[config.mk]
export PLATFORM = sky130hd
export DESIGN_NAME = gpg_top
export DESIGN_NICKNAME = d
export VERILOG_FILES = /design/src/hdl/gpg_pkg.sv /design/src/hdl/gpg_top.sv /design/src/hdl/gpg_sync.sv /design/src/hdl/gpg_line.sv
export SDC_FILE = /design/constraint.sdc
export NUM_CORES = 1
export LEC_CHECK = 0
export ABC_AREA = 1
export BUFFER_PORTS_ARGS = -buffer_cell sky130_fd_sc_hd__buf_4
export CAP_MARGIN = 15
export CORE_AREA = 2 2 60 62
export DETAILED_ROUTE_END_ITERATION = 10
export DIE_AREA = 0 0 62 64
export MAX_ROUTING_LAYER = met4
export PLACE_DENSITY = 0.55
export REMOVE_ABC_BUFFERS = 1
export SYNTH_ARGS = -nofsm -noshare
export SYNTH_HDL_FRONTEND = slang
export SYNTH_HIERARCHICAL = 1
export SYNTH_SLANG_ARGS = --single-unit
[constraint.sdc]
create_clock -name sys_clk -period 0.8 [get_ports sys_clk]
set_input_delay 0.08 -clock sys_clk [delete_from_list [all_inputs] [get_ports sys_clk]]
set_output_delay 0.08 -clock sys_clk [all_outputs]
set_load 0.1 [all_outputs]
[src/hdl/gpg_pkg.sv]
// Constants for the second group of four general-purpose pins.
// Assumes one 20 MHz clock and a plain address/strobe register port.
package gpg_pkg;
    localparam int ADDR_W = 16;
    localparam int DATA_W = 8;
    localparam int LINES = 4;
    localparam int SYNC_STAGES = 2;
    // Register offset as printed; the port carries it unchanged
    localparam logic [15:0] PIN_GROUP1_DIR_LEVEL_ADDR = 16'h4102;
    // Field positions: direction in the upper nibble, level in the lower
    localparam int DIR_LSB = 4;
    localparam int LEVEL_LSB = 0;
    // Reset values: every line an input, written levels low
    localparam logic [3:0] DIR_RESET = 4'h0;
    localparam logic [3:0] LEVEL_RESET = 4'h0;
    localparam logic [7:0] UNMAPPED_READ = 8'h00;
    localparam logic [1:0] SYNC_RESET = 2'h0;
    localparam int CLK_PERIOD_NS = 50;
endpackage : gpg_pkg

[src/hdl/gpg_top.sv]
// Top of the second general-purpose pin group: register port, four lines.
// Assumes a master that holds strobes one cycle and never overlaps them;
// the pins are resolved by the board from pin_out and pin_oe.
//
// Local design decision: the plain strobed port.
`timescale 1ns/10ps
`default_nettype none
// Operation
// - Direction bit 0 input, 1 driven output
// - Input line reads back sampled pin level
// - Writes to input line never drive pin
// - Output line drives last written level
module gpg_top (
    // Clock and reset
    input wire logic sys_clk,
    input wire logic sys_rst,
    // Register port
    input wire logic [15:0] reg_addr,
    input wire logic [7:0] reg_wdata,
    input wire logic reg_wr,
    input wire logic reg_rd,
    output logic [7:0] reg_rdata,
    // Pins
    input wire logic [3:0] pin_in,
    output logic [3:0] pin_out,
    output logic [3:0] pin_oe
);
    function automatic logic reg_hit(input logic [15:0] addr);
        reg_hit = (addr == gpg_pkg::PIN_GROUP1_DIR_LEVEL_ADDR);
    endfunction

    logic wr_hit;
    logic rd_hit;
    logic [3:0] pin_sync;
    logic [3:0] rd_level;
    logic [7:0] rdata_d;
    logic [7:0] rdata_q;

    assign wr_hit = reg_wr & reg_hit(reg_addr);
    assign rd_hit = reg_rd & reg_hit(reg_addr);

    gpg_sync u_sync (
        .sys_clk(sys_clk),
        .sys_rst(sys_rst),
        .async_in(pin_in),
        .sync_out(pin_sync)
    );

    // Line g sits in direction bit 4+g and level bit g
    genvar g;
    generate
        for (g = 0; g < gpg_pkg::LINES; g++) begin : g_line
            gpg_line u_line (
                .sys_clk(sys_clk),
                .sys_rst(sys_rst),
                .wr_hit(wr_hit),
                .wr_dir(reg_wdata[gpg_pkg::DIR_LSB + g]),
                .wr_level(reg_wdata[gpg_pkg::LEVEL_LSB + g]),
                .pin_sync(pin_sync[g]),
                .pin_out(pin_out[g]),
                .pin_oe(pin_oe[g]),
                .rd_level(rd_level[g])
            );
        end
    endgenerate

    // Read path: direction bits back as written, level bits per line
    always_comb begin
        if (rd_hit) begin
            rdata_d = {pin_oe, rd_level};
        end else if (reg_rd) begin
            rdata_d = gpg_pkg::UNMAPPED_READ;
        end else begin
            rdata_d = rdata_q;
        end
    end

    // Data stand only in the cycle after the read strobe
    always_ff @(posedge sys_clk or posedge sys_rst) begin
        if (sys_rst) begin
            rdata_q <= gpg_pkg::UNMAPPED_READ;
        end else if (reg_rd) begin
            rdata_q <= rdata_d;
        end else begin
            rdata_q <= gpg_pkg::UNMAPPED_READ;
        end
    end

    assign reg_rdata = rdata_q;
endmodule // gpg_top
`default_nettype wire

[src/hdl/gpg_sync.sv]
// Two-flip-flop synchroniser for the four pin inputs.
// Assumes pins change with no relation to sys_clk.
`timescale 1ns/10ps
`default_nettype none
module gpg_sync (
    // Clock and reset
    input wire logic sys_clk,
    input wire logic sys_rst,
    // Asynchronous pins in, synchronised levels out
    input wire logic [3:0] async_in,
    output logic [3:0] sync_out
);
    genvar g;
    generate
        for (g = 0; g < gpg_pkg::LINES; g++) begin : g_line
            logic [1:0] stage_q;
            // Only the second stage leaves this module
            always_ff @(posedge sys_clk or posedge sys_rst) begin
                if (sys_rst) begin
                    stage_q <= gpg_pkg::SYNC_RESET;
                end else begin
                    stage_q <= {stage_q[0], async_in[g]};
                end
            end
            assign sync_out[g] = stage_q[1];
        end
    endgenerate
endmodule // gpg_sync
`default_nettype wire

[src/hdl/gpg_line.sv]
// One general-purpose line: direction flop, written level, pin drive.
// Assumes the write strobe is already decoded for this register.
`timescale 1ns/10ps
`default_nettype none
module gpg_line (
    // Clock and reset
    input wire logic sys_clk,
    input wire logic sys_rst,
    // Decoded register write
    input wire logic wr_hit,
    input wire logic wr_dir,
    input wire logic wr_level,
    // Synchronised pin level
    input wire logic pin_sync,
    // Pin drive
    output logic pin_out,
    output logic pin_oe,
    // Value this line shows in its level bit on a read
    output logic rd_level
);
    logic dir_q;
    logic level_q;

    // Direction: 0 input, 1 output driven by us
    always_ff @(posedge sys_clk or posedge sys_rst) begin
        if (sys_rst) begin
            dir_q <= 1'b0;
        end else if (wr_hit) begin
            dir_q <= wr_dir;
        end
    end

    // Written level is kept even while the line is an input, so that
    // turning it to output later drives the last value software chose
    always_ff @(posedge sys_clk or posedge sys_rst) begin
        if (sys_rst) begin
            level_q <= 1'b0;
        end else if (wr_hit) begin
            level_q <= wr_level;
        end
    end

    assign pin_out = level_q;
    assign pin_oe = dir_q;
    assign rd_level = dir_q ? level_q : pin_sync;
endmodule // gpg_line
`default_nettype wire

==> flow_summary_export.csv <==
group,metric,value,unit
run_status,outcome,"finished, violations left",
run_status,violations,"negative setup slack",
power,vdd_ir_drop_max,0.648,mV
clock_tree,numCtsBuffers,3,
route,routed_wl,2.54,mm
power,p_sw,0.444,mW
clock_tree,cts.sinks,24,
timing,rsz0062_at_grt,"yes",
worst_setup_path,r2r_cells,6,
route,wire_per_inst,11.1,microns
worst_setup_path,cp_top_family,"flip-flops",
logic_synthesis,ys_types,8,
worst_setup_path,critical_path_required,0.72,ns
route,drc,0,
route,dr.pass1.iters,4,
clock_tree,cts_tree,"done",
timing,worst_pin_slew,0.287,ns
placement,io_buffer_count,47,
global_routing,grt_pass1_wl,3.95,mm
floorplan,initial_core_util,29.4,%
worst_setup_path,cp.buffers_inverters,1,
worst_setup_path,path_max_fanout,3,
min_path,hp-class,"primary input to flop",
logic_synthesis,ys_seq_area_share,62.1,%
clock_tree,clock_latency,0.31,ns
cells_and_area,fillers,292,
logic_synthesis,yosys_warnings,6,
timing,fin_setup_tns,-3.51,ns
cells_and_area,fin_cells,228,
global_routing,antenna_found_initial,0,
global_routing,globalRouteOverflowTotal,0,
timing,fmax,957,MHz
worst_setup_path,worst_setup_path_start_kind,"flop",
clock_tree,htree_levels,1,
timing,clock_skew,0.00378,ns
worst_setup_path,worstPathArrival,0.97,ns
floorplan,die_h,64,microns
timing,setup_viol,21,
floorplan,pin_count,48,
placement,gp_congestion,0.704,
placement,dp_cells,202,
worst_setup_path,path_cells,"buf_12",
global_routing,grt_max_degree,14,
logic_synthesis,ys_top_cells_by_count,"nand2_1, inv_1, dfrtp_1, nor2_1, buf_4",
power,p_leak,0.926,nW
route,vias,894,
power,combPwrFrac,11.4,%
cells_and_area,diodes,0,
power,p_int,1.67,mW
power,p_per_area,1150,nW/um^2
route,initialDrtViolationCount,31,
cells_and_area,area_growth_syn_to_layout,89.3,%
worst_setup_path,crit_path_max_incr_delay,0.45,ns
worst_setup_path,cp-end-kind,"primary output",
logic_synthesis,synth_edf_count,0,
clock_tree,clkTransAtPathRegs,0.13,ns
logic_synthesis,yosys-top-cells-area,"dfrtp_1, nand2_1, inv_1, nor2_1, buf_4",
power,clkPwrFrac,29.9,%
floorplan,fp-row-count,21,
flow_run,cap_viol_max_count,0,
timing,finalCriticalPeriod,1.05,ns
timing,slew_viol_final,0,
logic_synthesis,ys_async_sr_fraction,100,%
logic_synthesis,synthCells,112,
floorplan,die-area,3970,sq um
global_routing,grt_pass1_vias,935,
clock_tree,clk_path_buf_depth,2,
floorplan,fp.dieW,62,microns
logic_synthesis,synth.most_common_cell,"nand2_1",
timing,maxSlewHeadroom,80.8,%
global_routing,groute.usage.overall,14.0,%
power,seqPwrFrac,58.7,%
floorplan,coreArea,3280,sq um
timing,fin_ws,-0.245,ns
timing,final.period_utilization,131,%
power,power_switching_share,21.0,%
logic_synthesis,avgSynthCellArea,8.64,sq um
timing,holdWs,0.0949,ns
logic_synthesis,synth_top_cell_area_share,62.1,%
timing,finalHoldViolCount,0,
route,antenna_left,0,
logic_synthesis,synth_largest_area_cell,"dfrtp_1",
worst_setup_path,critical_path_class,"flop to primary output",
route,vias_per_cell,3.92,
cells_and_area,drive_gt1_share,46.7,%
placement,dpl.hpwl,1.58,mm
logic_synthesis,synth_area,967,sq um
placement,place_ws,-0.336,ns
cells_and_area,nNetsFinal,215,
logic_synthesis,synth_ff_type,"dfrtp_1",
logic_synthesis,yosys_register_bits,24,
worst_setup_path,cp_num_cells,1,
min_path,hold_depth,3,
worst_setup_path,slowest_stage,"dfrtp_1",
clock_tree,cts_root_buf,"clkbuf_4",
routing by layer:
metal	up-vias	share of wire (%)	GRT usage [%]
li1	456	-	-
met1	405	34	15.0
met2	29	59	24.2
met3	4	5.4	2.63
met4	0	1.3	6.12
met5	-	0	-
placed cells by master, fill, tap and decap left out, types with 2 or more instances in the layout:
master and count:
buf_12 10, nand2_1 31, nand3_2 2, nor2_2 3
inv_2 6, nor2_1 12, buf_4 34, dlygate4sd3_1 13
buf_6 6, dfrtp_2 2, dfrtp_1 22, nor2_4 2
inv_1 19, nand2_2 7, buf_8 6, clkbuf_4 3
registers in the layout, summed over array words and instances (netlist names):
signal and cells:
u_sync/g_line.stage_q 8, g_line.u_line/pin_oe 4, reg_rdata 8, g_line.u_line/pin_out 4
repair_timing:
action | 4_1_cts | 5_1_grt
gates cloned | 0 | 1
hold buffers | 13 | 0
setup buffers | 7 | 1
resized for setup | 45 | 26
setup endpoints to repair | 18 | 29
pin swaps | 4 | 9
hold endpoints to repair | 36 | 0
through the flow:
stage	utilization [%]	power, mW	cell area (sq um)
global placement	41.3	1.43	1360
finish	55.7	2.11	1830
floorplan	-	1.31	937
CTS	52.9	2.12	1740
detailed placement	41.3	1.44	1360
global route	55.7	2.22	1830
cell families (layout without fill, tap and decap cells):
logic type             count (synthesis)  after routing  synth area share [%]
buffers and inverters                 29             98                  12.8
DFF                                   24             24                  62.1
and+or+nand+nor                       59             60                  25.1
power groups by stage:
| stage | clock network, mW | logic (mW) | registers, mW |
|---|---|---|---|
| 5_1_grt | 0.713 | 0.266 | 1.24 |
| 3_5_place_dp | 0 | 0.178 | 1.26 |
| 6_report | 0.631 | 0.240 | 1.24 |
| 3_3_place_gp | 0 | 0.173 | 1.26 |
| 4_1_cts | 0.648 | 0.229 | 1.24 |
| 2_1_floorplan | 0 | 0.0471 | 1.26 |
layout make-up:
type,instances,area [sq um],area share [%]
Timing Repair Buffer,69,743,40.6
Inverter,25,93.8,5.13
Clock buffer,4,36.3,1.98
Tap cell,46,57.6,3.14
Multi-Input combinational cell,60,297,16.2
Sequential cell,24,603,32.9
path summary, 6_finish.rpt:
check | to | start | slack, ns
setup / recovery | pin_out[2] | g_line[2].u_line/pin_out | -0.25
hold / removal | reg_rdata[7] | reg_rd | 0.09
setup reg to reg | reg_rdata[2] | g_line[2].u_line/pin_oe | -0.11
hold reg to reg | u_sync/g_line[1].stage_q[1] | u_sync/g_line[1].stage_q[0] | 0.36
max in group asynchronous | reg_rdata[6] | sys_rst | 0.26
min in group asynchronous | g_line[2].u_line/pin_out | sys_rst | 0.22
No activity file was read; power rests on OpenSTA's default activity.
